## src/include/dbu_map.vh

```
// register slots, field positions and codes of the debug breakpoint unit
`ifndef DBU_MAP_VH
`define DBU_MAP_VH
// debug register slot numbers on the move-port
`define DBU_SLOT_BP0 3'h0
`define DBU_SLOT_BP1 3'h1
`define DBU_SLOT_BP2 3'h2
`define DBU_SLOT_BP3 3'h3
`define DBU_SLOT_LEG_STAT 3'h4
`define DBU_SLOT_LEG_CTRL 3'h5
`define DBU_SLOT_STATUS 3'h6
`define DBU_SLOT_CONTROL 3'h7
// status register fields
`define DBU_ST_RA_HIT 13
`define DBU_ST_SS_HIT 14
`define DBU_ST_TS_HIT 15
`define DBU_ST_WR_MASK 32'h0000e00f
`define DBU_ST_RESET 32'hffff0ff0
// control register fields
`define DBU_CT_COMPAT_L 8
`define DBU_CT_COMPAT_G 9
`define DBU_CT_GUARD 13
`define DBU_CT_FIELD_LO 16
`define DBU_CT_WR_MASK 32'hffff23ff
`define DBU_CT_RESET 32'h00000400
`define DBU_CT_FIXED 32'h00000400
// breakpoint type codes
`define DBU_TYPE_EXEC 2'h0
`define DBU_TYPE_DWR 2'h1
`define DBU_TYPE_IO 2'h2
`define DBU_TYPE_DRW 2'h3
// size codes
`define DBU_SIZE_1 2'h0
`define DBU_SIZE_2 2'h1
`define DBU_SIZE_4 2'h3
// exception vectors and extra bit positions
`define DBU_VEC_DEBUG 8'h01
`define DBU_VEC_BREAK 8'h03
`define DBU_OP_BREAK 8'hcc
`define DBU_CR4_EXT_BIT 3
`define DBU_FLAGS_TRAP_BIT 8
`endif

```

## src/logic/dbu_sync.v

```verilog
// two flip-flop synchroniser for the asynchronous reset release
`timescale 1ns/1ns
module dbu_sync (
    input wire clock, // core clock
    input wire reset_n, // asynchronous reset, active low
    output reg rst_sync_n // reset release on the clock
);
    reg stage_reg;

    // first stage is read only by the second
    always @(posedge clock or negedge reset_n) begin
        if (!reset_n) begin
            stage_reg <= 1'b0;
            rst_sync_n <= 1'b0;
        end else begin
            stage_reg <= 1'b1;
            rst_sync_n <= stage_reg;
        end
    end
endmodule // dbu_sync

```

## src/logic/dbu_cmp.v

```verilog
// one breakpoint comparator: address window and cycle type match
`timescale 1ns/1ns
`include "dbu_map.vh"
module dbu_cmp (
    input wire [31:0] bp_addr, // breakpoint linear address
    input wire [1:0] bp_type, // type field
    input wire [1:0] bp_size, // size field
    input wire io_ext_on, // io breakpoints legal
    input wire fetch_valid, // instruction about to execute
    input wire [31:0] fetch_addr, // its linear address
    input wire cyc_valid, // data or io cycle done
    input wire cyc_write, // cycle is a write
    input wire cyc_io, // cycle is an io cycle
    input wire [31:0] cyc_addr, // cycle linear address
    input wire [2:0] cyc_len, // bytes in cycle, 1 to 4
    output wire exec_hit, // instruction breakpoint match
    output wire data_hit // data or io breakpoint match
);
    reg [31:0] mask;
    wire [31:0] cyc_last;
    wire overlap;

    // size picks how many low address bits the data and io match ignores
    always @* begin
        case (bp_size)
            `DBU_SIZE_2: mask = 32'hfffffffe;
            `DBU_SIZE_4: mask = 32'hfffffffc;
            default: mask = 32'hffffffff;
        endcase
    end

    assign cyc_last = cyc_addr + {29'h0, cyc_len} - 32'h1;
    // the first or the last byte of the cycle falls inside the breakpoint window
    assign overlap = ((cyc_addr & mask) == (bp_addr & mask)) ||
                     ((cyc_last & mask) == (bp_addr & mask));

    // type field selects which cycle counts
    assign exec_hit = fetch_valid && (bp_type == `DBU_TYPE_EXEC) &&
                      (fetch_addr == bp_addr);
    assign data_hit = cyc_valid && overlap && (
        ((bp_type == `DBU_TYPE_DWR) && cyc_write && !cyc_io) ||
        ((bp_type == `DBU_TYPE_DRW) && !cyc_io) ||
        ((bp_type == `DBU_TYPE_IO) && cyc_io && io_ext_on));
endmodule // dbu_cmp

```

## src/logic/dbu_unit.v

```verilog
// debug breakpoint unit: address comparators, status and control
`timescale 1ns/1ns
`include "dbu_map.vh"
module dbu_unit (
    input wire clock, // core clock, 125 MHz
    input wire reset_n, // asynchronous reset, active low
    input wire mov_valid, // debug register move decoded
    input wire mov_write, // 1 store into register, 0 load
    input wire [2:0] mov_slot, // debug register number
    input wire [31:0] mov_wdata, // data for a store
    input wire [31:0] cr4_value, // control_reg_four from the core
    input wire [31:0] flags_word, // flags word of the retiring instr
    input wire fetch_valid, // instruction about to execute
    input wire [31:0] fetch_addr, // its linear address
    input wire [7:0] fetch_opcode, // its first opcode byte
    input wire retire_valid, // instruction completed successfully
    input wire cyc_valid, // data or io cycle completed
    input wire cyc_write, // cycle is a write
    input wire cyc_io, // cycle is io
    input wire [31:0] cyc_addr, // cycle linear address
    input wire [2:0] cyc_len, // cycle length in bytes
    input wire task_switch, // task switch completed
    input wire task_trap_flag, // new task_state_block trap flag
    output reg [31:0] mov_rdata, // data for a load
    output reg mov_done, // load or store carried out
    output reg undef_opcode, // undefined-opcode exception pulse
    output reg debug_fault, // vector 01h fault pulse
    output reg debug_trap, // vector 01h trap pulse
    output reg break_trap, // vector 03h trap pulse
    output reg [7:0] exc_vector // vector of the last debug or breakpoint exception
);
    wire rst_n;
    reg [31:0] bp_addr_reg [0:3];
    reg [31:0] status_reg;
    reg [31:0] control_reg;
    reg pend_trap_reg;
    wire io_break_ext_on;
    wire [3:0] exec_hit;
    wire [3:0] data_hit;
    wire [3:0] bp_enabled;
    wire [3:0] exec_fire;
    wire [3:0] data_fire;
    wire legacy_slot;
    wire guard_hit;
    wire [2:0] eff_slot;
    wire single_step;
    wire task_trap;
    wire trap_now;
    wire fault_now;
    wire any_exc;
    reg [31:0] read_value;
    reg [31:0] status_next;
    reg [31:0] control_next;
    integer i;

    dbu_sync u_sync (
        .clock(clock),
        .reset_n(reset_n),
        .rst_sync_n(rst_n)
    );

    assign io_break_ext_on = cr4_value[`DBU_CR4_EXT_BIT];

    // four comparators, one per address register
    genvar g;
    generate
        for (g = 0; g < 4; g = g + 1) begin : gen_cmp
            dbu_cmp u_cmp (
                .bp_addr(bp_addr_reg[g]),
                .bp_type(control_reg[`DBU_CT_FIELD_LO + 4 * g +: 2]),
                .bp_size(control_reg[`DBU_CT_FIELD_LO + 4 * g + 2 +: 2]),
                .io_ext_on(io_break_ext_on),
                .fetch_valid(fetch_valid),
                .fetch_addr(fetch_addr),
                .cyc_valid(cyc_valid),
                .cyc_write(cyc_write),
                .cyc_io(cyc_io),
                .cyc_addr(cyc_addr),
                .cyc_len(cyc_len),
                .exec_hit(exec_hit[g]),
                .data_hit(data_hit[g])
            );
            // either the per-task or the all-task bit enables it
            assign bp_enabled[g] = control_reg[2 * g] |
                                   control_reg[2 * g + 1];
        end
    endgenerate

    assign exec_fire = exec_hit & bp_enabled;
    assign data_fire = data_hit & bp_enabled;

    // legacy slots and the access guard
    assign legacy_slot = (mov_slot == `DBU_SLOT_LEG_STAT) ||
                         (mov_slot == `DBU_SLOT_LEG_CTRL);
    assign guard_hit = mov_valid && control_reg[`DBU_CT_GUARD];
    assign eff_slot = (legacy_slot && !io_break_ext_on) ?
                      (mov_slot + 3'h2) : mov_slot;

    // data hits are held until the instruction retires, then trapped
    assign single_step = retire_valid &&
                         flags_word[`DBU_FLAGS_TRAP_BIT];
    assign task_trap = task_switch && task_trap_flag;
    assign trap_now = (retire_valid && (pend_trap_reg ||
                       (|data_fire))) || single_step || task_trap;
    assign fault_now = guard_hit || (|exec_fire);
    assign any_exc = trap_now || fault_now;

    // read mux over the effective slot
    always @* begin
        case (eff_slot)
            `DBU_SLOT_BP0: read_value = bp_addr_reg[0];
            `DBU_SLOT_BP1: read_value = bp_addr_reg[1];
            `DBU_SLOT_BP2: read_value = bp_addr_reg[2];
            `DBU_SLOT_BP3: read_value = bp_addr_reg[3];
            `DBU_SLOT_STATUS: read_value = status_reg;
            `DBU_SLOT_CONTROL: read_value = control_reg;
            default: read_value = 32'h00000000;
        endcase
    end

    // status: software writes, hardware sets; set wins over clear
    always @* begin
        status_next = status_reg;
        if (mov_valid && mov_write && !guard_hit &&
            !(legacy_slot && io_break_ext_on) &&
            eff_slot == `DBU_SLOT_STATUS) begin
            status_next = (mov_wdata & `DBU_ST_WR_MASK) |
                          (`DBU_ST_RESET & ~`DBU_ST_WR_MASK);
        end
        status_next[3:0] = status_next[3:0] | exec_hit | data_hit;
        if (guard_hit) begin
            status_next[`DBU_ST_RA_HIT] = 1'b1;
        end
        if (single_step) begin
            status_next[`DBU_ST_SS_HIT] = 1'b1;
        end
        if (task_trap) begin
            status_next[`DBU_ST_TS_HIT] = 1'b1;
        end
    end

    // control: stores, task-switch clear, guard clear on debug exception
    always @* begin
        control_next = control_reg;
        if (mov_valid && mov_write && !guard_hit &&
            !(legacy_slot && io_break_ext_on) &&
            eff_slot == `DBU_SLOT_CONTROL) begin
            control_next = (mov_wdata & `DBU_CT_WR_MASK) |
                           `DBU_CT_FIXED;
        end
        if (task_switch) begin
            for (i = 0; i < 4; i = i + 1) begin
                control_next[2 * i] = 1'b0;
            end
        end
        if (any_exc) begin
            control_next[`DBU_CT_GUARD] = 1'b0;
        end
    end

    // register state
    always @(posedge clock or negedge rst_n) begin
        if (!rst_n) begin
            for (i = 0; i < 4; i = i + 1) begin
                bp_addr_reg[i] <= 32'h00000000;
            end
            status_reg <= `DBU_ST_RESET;
            control_reg <= `DBU_CT_RESET;
            pend_trap_reg <= 1'b0;
        end else begin
            status_reg <= status_next;
            control_reg <= control_next;
            pend_trap_reg <= retire_valid ? 1'b0 :
                             (pend_trap_reg | (|data_fire));
            if (mov_valid && mov_write && !guard_hit &&
                eff_slot <= `DBU_SLOT_BP3) begin
                bp_addr_reg[eff_slot[1:0]] <= mov_wdata;
            end
        end
    end

    // move answers and exception pulses
    always @(posedge clock or negedge rst_n) begin
        if (!rst_n) begin
            mov_rdata <= 32'h00000000;
            mov_done <= 1'b0;
            undef_opcode <= 1'b0;
            debug_fault <= 1'b0;
            debug_trap <= 1'b0;
            break_trap <= 1'b0;
            exc_vector <= 8'h00;
        end else begin
            // guard fault preempts the move; legacy slot may be undefined
            mov_done <= mov_valid && !guard_hit &&
                        !(legacy_slot && io_break_ext_on);
            undef_opcode <= mov_valid && !guard_hit &&
                            legacy_slot && io_break_ext_on;
            if (mov_valid && !mov_write) begin
                mov_rdata <= read_value;
            end
            debug_fault <= fault_now;
            debug_trap <= trap_now;
            break_trap <= retire_valid &&
                          (fetch_opcode == `DBU_OP_BREAK);
            if (fault_now || trap_now) begin
                exc_vector <= `DBU_VEC_DEBUG;
            end else if (retire_valid &&
                         fetch_opcode == `DBU_OP_BREAK) begin
                exc_vector <= `DBU_VEC_BREAK;
            end
        end
    end
endmodule // dbu_unit

```

## config.mk

```make
export PLATFORM = sky130hd
export DESIGN_NAME = dbu_unit
export DESIGN_NICKNAME = d
export VERILOG_FILES = /design/src/logic/dbu_sync.v /design/src/logic/dbu_cmp.v /design/src/logic/dbu_unit.v
export VERILOG_INCLUDE_DIRS = /design/src /design/src/include
export SDC_FILE = /design/constraint.sdc
export NUM_CORES = 1
export LEC_CHECK = 0
export BUFFER_PORTS_ARGS = -buffer_cell sky130_fd_sc_hd__buf_2
export CORE_MARGIN = 1.5
export CORE_UTILIZATION = 50
export DETAILED_ROUTE_END_ITERATION = 8
export PLACE_DENSITY = 0.8
export SLEW_MARGIN = 20
export SYNTH_ARGS = -nofsm -noshare
export SYNTH_HDL_FRONTEND = slang
export SYNTH_SLANG_ARGS = --single-unit
```

## constraint.sdc

```tcl
create_clock -name clock -period 7.41 [get_ports clock]
set_input_delay 1.482 -clock clock [delete_from_list [all_inputs] [get_ports clock]]
set_output_delay 1.482 -clock clock [all_outputs]
set_load 0.005 [all_outputs]
```

# Word-level counts from Yosys, hierarchy flattened
# Cells that the tools add are included.
classes:
  n_eq_ne: 40
  add_sub_neg: 3
  magnitude_cmp: 3
  n_reduce_logical: 91
  muxes: 22
  bitwise_logic: 22
ops:
  columns: ["operator", "count"]
  rows:
  - ["bitwise AND 32 bit", 12]
  - ["equality test 32 bit", 12]
  - ["case mux 32 bit (6 select lines)", 1]
  - ["bitwise mux 128 bit", 1]
  - ["demux 32 bit (select 2 bit)", 1]
  - ["logical AND 1 bit", 55]
  - ["adder 32 x 3 -> 32 bit", 1]
  - ["two-way mux 32 bit", 1]
  - ["subtractor 32 x 1 -> 32 bit (second input constant)", 1]
  - ["equality test 2 bit (second input constant)", 12]
  - ["logical OR 1 bit", 18]
  - ["equality test 2 x 1 -> 1 bit (second input constant)", 8]
  - ["two-way mux 16 bit", 1]
  - ["two-way mux 8 bit", 2]
  - ["case mux 2 bit (2 select lines)", 4]
  - ["two-way mux 14 bit", 1]
  - ["equality test 3 bit (second input constant)", 4]
  - ["nonzero test 2 bit", 6]
  - ["two-way mux 1 bit", 9]
  - ["bitwise AND 4 bit", 2]
  - ["equality test 8 bit (second input constant)", 1]
  - ["logical NOT 2 bit", 4]
  - ["bitwise OR 4 bit", 2]
  - ["OR reduction 4 bit", 2]
  - ["other kinds (11)", 20]
word_totals:
  register_bits: 210
  inputBits: 185
  word_cells: 202
  out_inout_bits: 45

# Longest topological paths before layout
depth:
  depth_word: 15
  depth_mapped: 20
  mapped_depth_nobuf: 17

# Modules after synthesis
# A second synthesis with hierarchy kept.
hier_totals:
  cells_unflattened: 2664
  area_unflattened_um2: 22504.1
modules_own_cells:
  columns: ["module", "n_inst", "cells_each", "seq_area_each_um2", "area_per_inst_um2"]
  rows:
  - ["dbu_unit", 1, 704, 5054.8, 9034.9]
  - ["dbu_cmp (gen_cmp[0].u_cmp ...)", 2, 510, 0.0, 3458.3]
  - ["dbu_cmp (gen_cmp[2].u_cmp)", 1, 494, 0.0, 3397.0]
  - ["dbu_cmp (gen_cmp[3].u_cmp)", 1, 443, 0.0, 3101.7]
  - ["dbu_sync", 1, 3, 50.0, 53.8]

# Worst setup path before layout
# Ideal clock, no wire load.
synth_timing:
  path_kind: "input to register"
  startpoint: "in cyc_addr[1]"
  endpoint: "reg status_reg[0]"
  slack_ns: 2.176
  required_time_ns: 7.339
  setup_time_ns: 0.071
  n_path_buf: 1
  t_arrival_ns: 5.163
  path_stages: 18
  path_cell_list: "clkbuf_1 > inv_1 > ha_1 > inv_1 > ha_1 > inv_1 > fa_1 > and2b_1 > o21ai_1 > a2111oi_0 > nor3_1 > xnor2_1 > xor2_1 > or4_1 > nor4_1 > nand4_1 > a21o_1 > nand3_1"
synth_via:
  elab_chain_len: 8
  elab_cells_between_ends: 10
  classes_between: "2 x add/sub; 2 x eq/ne; 3 x bitwise; 3 x reduce/logical"
synth_lines:
  columns: ["element", "line_no", "source"]
  rows:
  - ["start, declared", "dbu_unit.v:20", "input wire [31:0] cyc_addr,"]
  - ["adder 32 x 3 -> 32 bit", "dbu_cmp.v:32", "assign cyc_last = cyc_addr + {29'h0, cyc_len} - 32'h1;"]
  - ["subtractor 32 x 1 -> 32 bit", "dbu_cmp.v:32", null]
  - ["bitwise AND 32 bit", "dbu_cmp.v:35", "((cyc_last & mask) == (bp_addr & mask));"]
  - ["equality test 32 bit", "dbu_cmp.v:35", null]
  - ["logical OR 1 bit *", "dbu_cmp.v:34", "assign overlap = ((cyc_addr & mask) == (bp_addr & mask)) ||"]
  - ["logical AND 1 bit * (2 in a row)", "dbu_cmp.v:40", "assign data_hit = cyc_valid && overlap && ("]
  - ["bitwise OR 4 bit *", "dbu_unit.v:130", "status_next[3:0] = status_next[3:0] | exec_hit | data_hit;"]
  - ["named net status_next[0]", "dbu_unit.v:52", "reg [31:0] status_next;"]
  - ["end signal, assigned", "dbu_unit.v:167", "status_reg <= `DBU_ST_RESET;"]
  - ["end signal, assigned", "dbu_unit.v:171", "status_reg <= status_next;"]
  - ["end, declared", "dbu_unit.v:34", "reg [31:0] status_reg;"]
# Mark *: on every way through the listed nets, which the timed path passes. The rest lies on a longest branch.
# A chain may end at the register's enable or synchronous reset.

# Worst setup path in the final report
# Same ends and word-level chain as after synthesis.

==> results.sh <==
export IMPL_crit_path_max_incr_delay_ns=0.72
export IMPL_die_area_sq_mm=0.0347
export IMPL_grt_pass1_wl_mm=103
export IMPL_yosys_top_cells_count="207 x xnor2_1, 204 x dfrtp_1, 188 x xor2_1"
export IMPL_multiInputGateArea_sq_mm=0.0109
export IMPL_vias=15200
export IMPL_synth_cell_types=95
export IMPL_fp_coreArea_sq_mm=0.0328
export IMPL_cp_common_cell="inv_1"
export IMPL_buffer_ports_inserted=161
export IMPL_critPathLaunchType="primary input"
export IMPL_cp_max_fo=5
export IMPL_grtUsageTotal_pct=42.7
export IMPL_hold_viol=0
export IMPL_worstMarginPinSlew_ns=1.13
export IMPL_fillers=3013
export IMPL_path_clk_slew_ns=0.06
export IMPL_hpwl_mm=57.3
export IMPL_setup_violations_final=0
export IMPL_avgRoutedWirePerCell_um=32.0
export IMPL_post_cts_buffers=0
export IMPL_max_clock_freq_mhz=166
export IMPL_power_frac_seq_pct=39.8
export IMPL_grt_max_degree=123
export IMPL_drtIter0Drc=1988
export IMPL_slew_headroom_pct=24.2
export IMPL_syn_inst=1790
export IMPL_synthTopCellsByArea="dfrtp_1 30%, xnor2_1 11%, mux2_2 10%"
export IMPL_regArea_sq_mm=0.00511
export IMPL_largest_register_ffs=128
export IMPL_grt_overflow=0
export IMPL_p_sw_share_pct=43.2
export IMPL_drive_above_1_share_pct=21.8
export IMPL_cellLeakagePower_nw=7.77
export IMPL_antenna_found_initial=1
export IMPL_finalCoreUtilization_pct=56.3
export IMPL_power_frac_comb_pct=37.6
export IMPL_rsz0062_at_grt="false"
export IMPL_clkLatencyLatePin_ns=0.53
export IMPL_fin_crit_ns=6.03
export IMPL_synth_edf_count=0
export IMPL_report_final_slew_viol_count=0
export IMPL_internal_power_mw=2.81
export IMPL_fp_dieW_um=186
export IMPL_rows=66
export IMPL_clk_path_buf_depth=3
export IMPL_via_per_inst=6.54
export IMPL_hold_worst_slack_ns=0.294
export IMPL_place_area_sq_mm=0.0177
export IMPL_skew_ns=0.0223
export IMPL_yosys_warnings=0
export IMPL_max_cap_viol_count=0
export IMPL_cts_buffers=23
export IMPL_crit_type="in -> reg"
export IMPL_cts_tree="built"
export IMPL_num_antenna_cells=0
export IMPL_place_ws_ns=1.03
export IMPL_fin_area_sq_mm=0.0184
export IMPL_postRouteAntennaNets=0
export IMPL_drt_pass1_iter_count=5
export IMPL_yosysTopAreaCell="dfrtp_1"
export IMPL_cts_hold_buffers=0
export IMPL_die_y_um=186
export IMPL_routed_wl_mm=74.3
export IMPL_route_detailed_drc=0
export IMPL_htree_levels=1
export IMPL_start_util_pct=51.2
export IMPL_synth_area_sq_mm=0.0168
export IMPL_worstPathRequired_ns=7.87
export IMPL_final_setup_tns_ns=0
export IMPL_globalplace_congestion=1.05
export IMPL_p_per_area_mw_per_mm2=268
export IMPL_status="finished clean"
export IMPL_clkPwrFrac_pct=22.6
export IMPL_synth_main_ff_cell="dfrtp_1"
export IMPL_cts_root_buf="clkbuf_16"
export IMPL_clock_sinks=204
export IMPL_ys_seq_elements=204
export IMPL_hold_path_class="reg -> async"
export IMPL_cp_cell_sequence="buf_2, inv_1, ha_1, inv_1, ha_1, inv_1, fa_1, and2b_1, o21ai_1, a2111oi_0, nor3_1, xnor2_1, xor2_1, or4_1, nor4_1, nand4_1, a21o_1, nand3_1"
export IMPL_setup_slack_ns=1.38
export IMPL_io_pins=230
export IMPL_power_switching_mw=2.14
export IMPL_synth_top_area_share_pct=30.4
export IMPL_synth_most_common_cell="xnor2_1"
export IMPL_critical_path_endpoint_type="flip-flop"
export IMPL_cp_data_arrival_time_ns=6.49
export IMPL_synthToLayoutAreaGrowth_pct=9.84
export IMPL_cts_repair_resized=0
export IMPL_nets=2088
export IMPL_async_flop_share_pct=100
export IMPL_irDropWorstVdd_mv=0.218
export IMPL_seq_area_frac_synth_pct=30.4
export IMPL_synth_avg_cell_area_sq_um=9.38
export IMPL_min_period_over_period_pct=81.4
export IMPL_grt_pass1_vias=14300
export IMPL_crit_slowest_cell="nor4_1"
-- per-layer routing --
metal / vias up / track usage, % / share of wire, %
li1: 6500 / - / -
met1: 7496 / 58.4 / 40
met2: 1020 / 64.3 / 43
met3: 193 / 10.7 / 12
met4: 0 / 18.0 / 5.2
met5: - / 0 / 0
-- placed cells by master (no fill, tap or decap), types with 6 or more instances in the layout --
cell type	count
xnor2_1	207
dfrtp_1	203
xor2_1	188
buf_2	161
mux2_2	154
nand2_1	133
o21ai_0	75
a21oi_1	75
inv_1	73
nand4_1	61
nor2_1	57
nor4_1	40
a22o_1	36
ha_1	33
nor3_1	31
clkbuf_16	23
mux2i_1	22
nor3b_1	17
nand3_1	16
o221ai_1	16
nor2b_1	14
a221o_1	13
o211ai_1	11
a211oi_1	11
buf_4	11
a21oi_2	8
or3_1	8
xnor3_1	8
a21o_1	7
and2_1	7
conb_1	7
o21a_1	6
and3_1	6
o211a_1	6
-- final cells by class --
class	count	area share, %
Timing Repair Buffer	174	5.07
Clock buffer	30	3.37
Tap cell	442	3.00
Inverter	73	1.49
Clock inverter	8	0.421
Sequential cell	204	27.7
Multi-Input combinational cell	1393	59.0
-- worst paths after layout --
check,endpoint,startpoint,slack [ns],cells after the start
max,status_reg[0]$_DFF_PN0_,cyc_addr[1],1.38,18
min reg2reg,mov_rdata[4]$_DFFE_PN0P_,u_sync.rst_sync_n$_DFF_PN0_,0.29,0
max in group asynchronous,bp_addr_reg[114]$_DFFE_PN0P_,u_sync.rst_sync_n$_DFF_PN0_,6.02,1
min,mov_rdata[4]$_DFFE_PN0P_,u_sync.rst_sync_n$_DFF_PN0_,0.29,0
min in group clock,u_sync.rst_sync_n$_DFF_PN0_,u_sync.stage_reg$_DFF_PN0_,0.36,0
max reg2reg,status_reg[0]$_DFF_PN0_,bp_addr_reg[97]$_DFFE_PN0P_,3.61,11
-- cell families after synthesis --
kind of cell	share of synthesized area, %
and+or+nand+nor	13.8
DFF	30.4
other	0.0447
buffers and inverters	5.27
xor gates and xnor gates	21.7
adders and majority gates	2.58
muxes	11.9
AOI/OAI and AO/OA	14.3
-- critical path: cells and delay by family --
kind                       cells  cell delay, ns
AOI/OAI and AO/OA              3            1.07
buffers and inverters          4            0.36
adders and majority gates      3            0.96
xor gates and xnor gates       2            0.68
and+or+nand+nor                6            1.90
-- power by group through the flow --
stage | clock network, mW | registers [mW] | logic (mW)
after floorplan | 0 | 1.64 | 1.29
after global placement | 0 | 1.95 | 1.76
after detailed placement | 0 | 1.96 | 1.78
after CTS | 1.12 | 1.94 | 1.79
after global routing | 1.17 | 1.96 | 1.97
final | 1.12 | 1.97 | 1.86
-- metrics by stage --
step	total power [mW]	std cells
2_1_floorplan	2.93	1795
3_3_place_gp	3.71	2285
3_5_place_dp	3.74	2285
4_1_cts	4.86	2323
5_1_grt	5.10	2324
6_report	4.95	2324
Power figures use the tool's default switching activity.
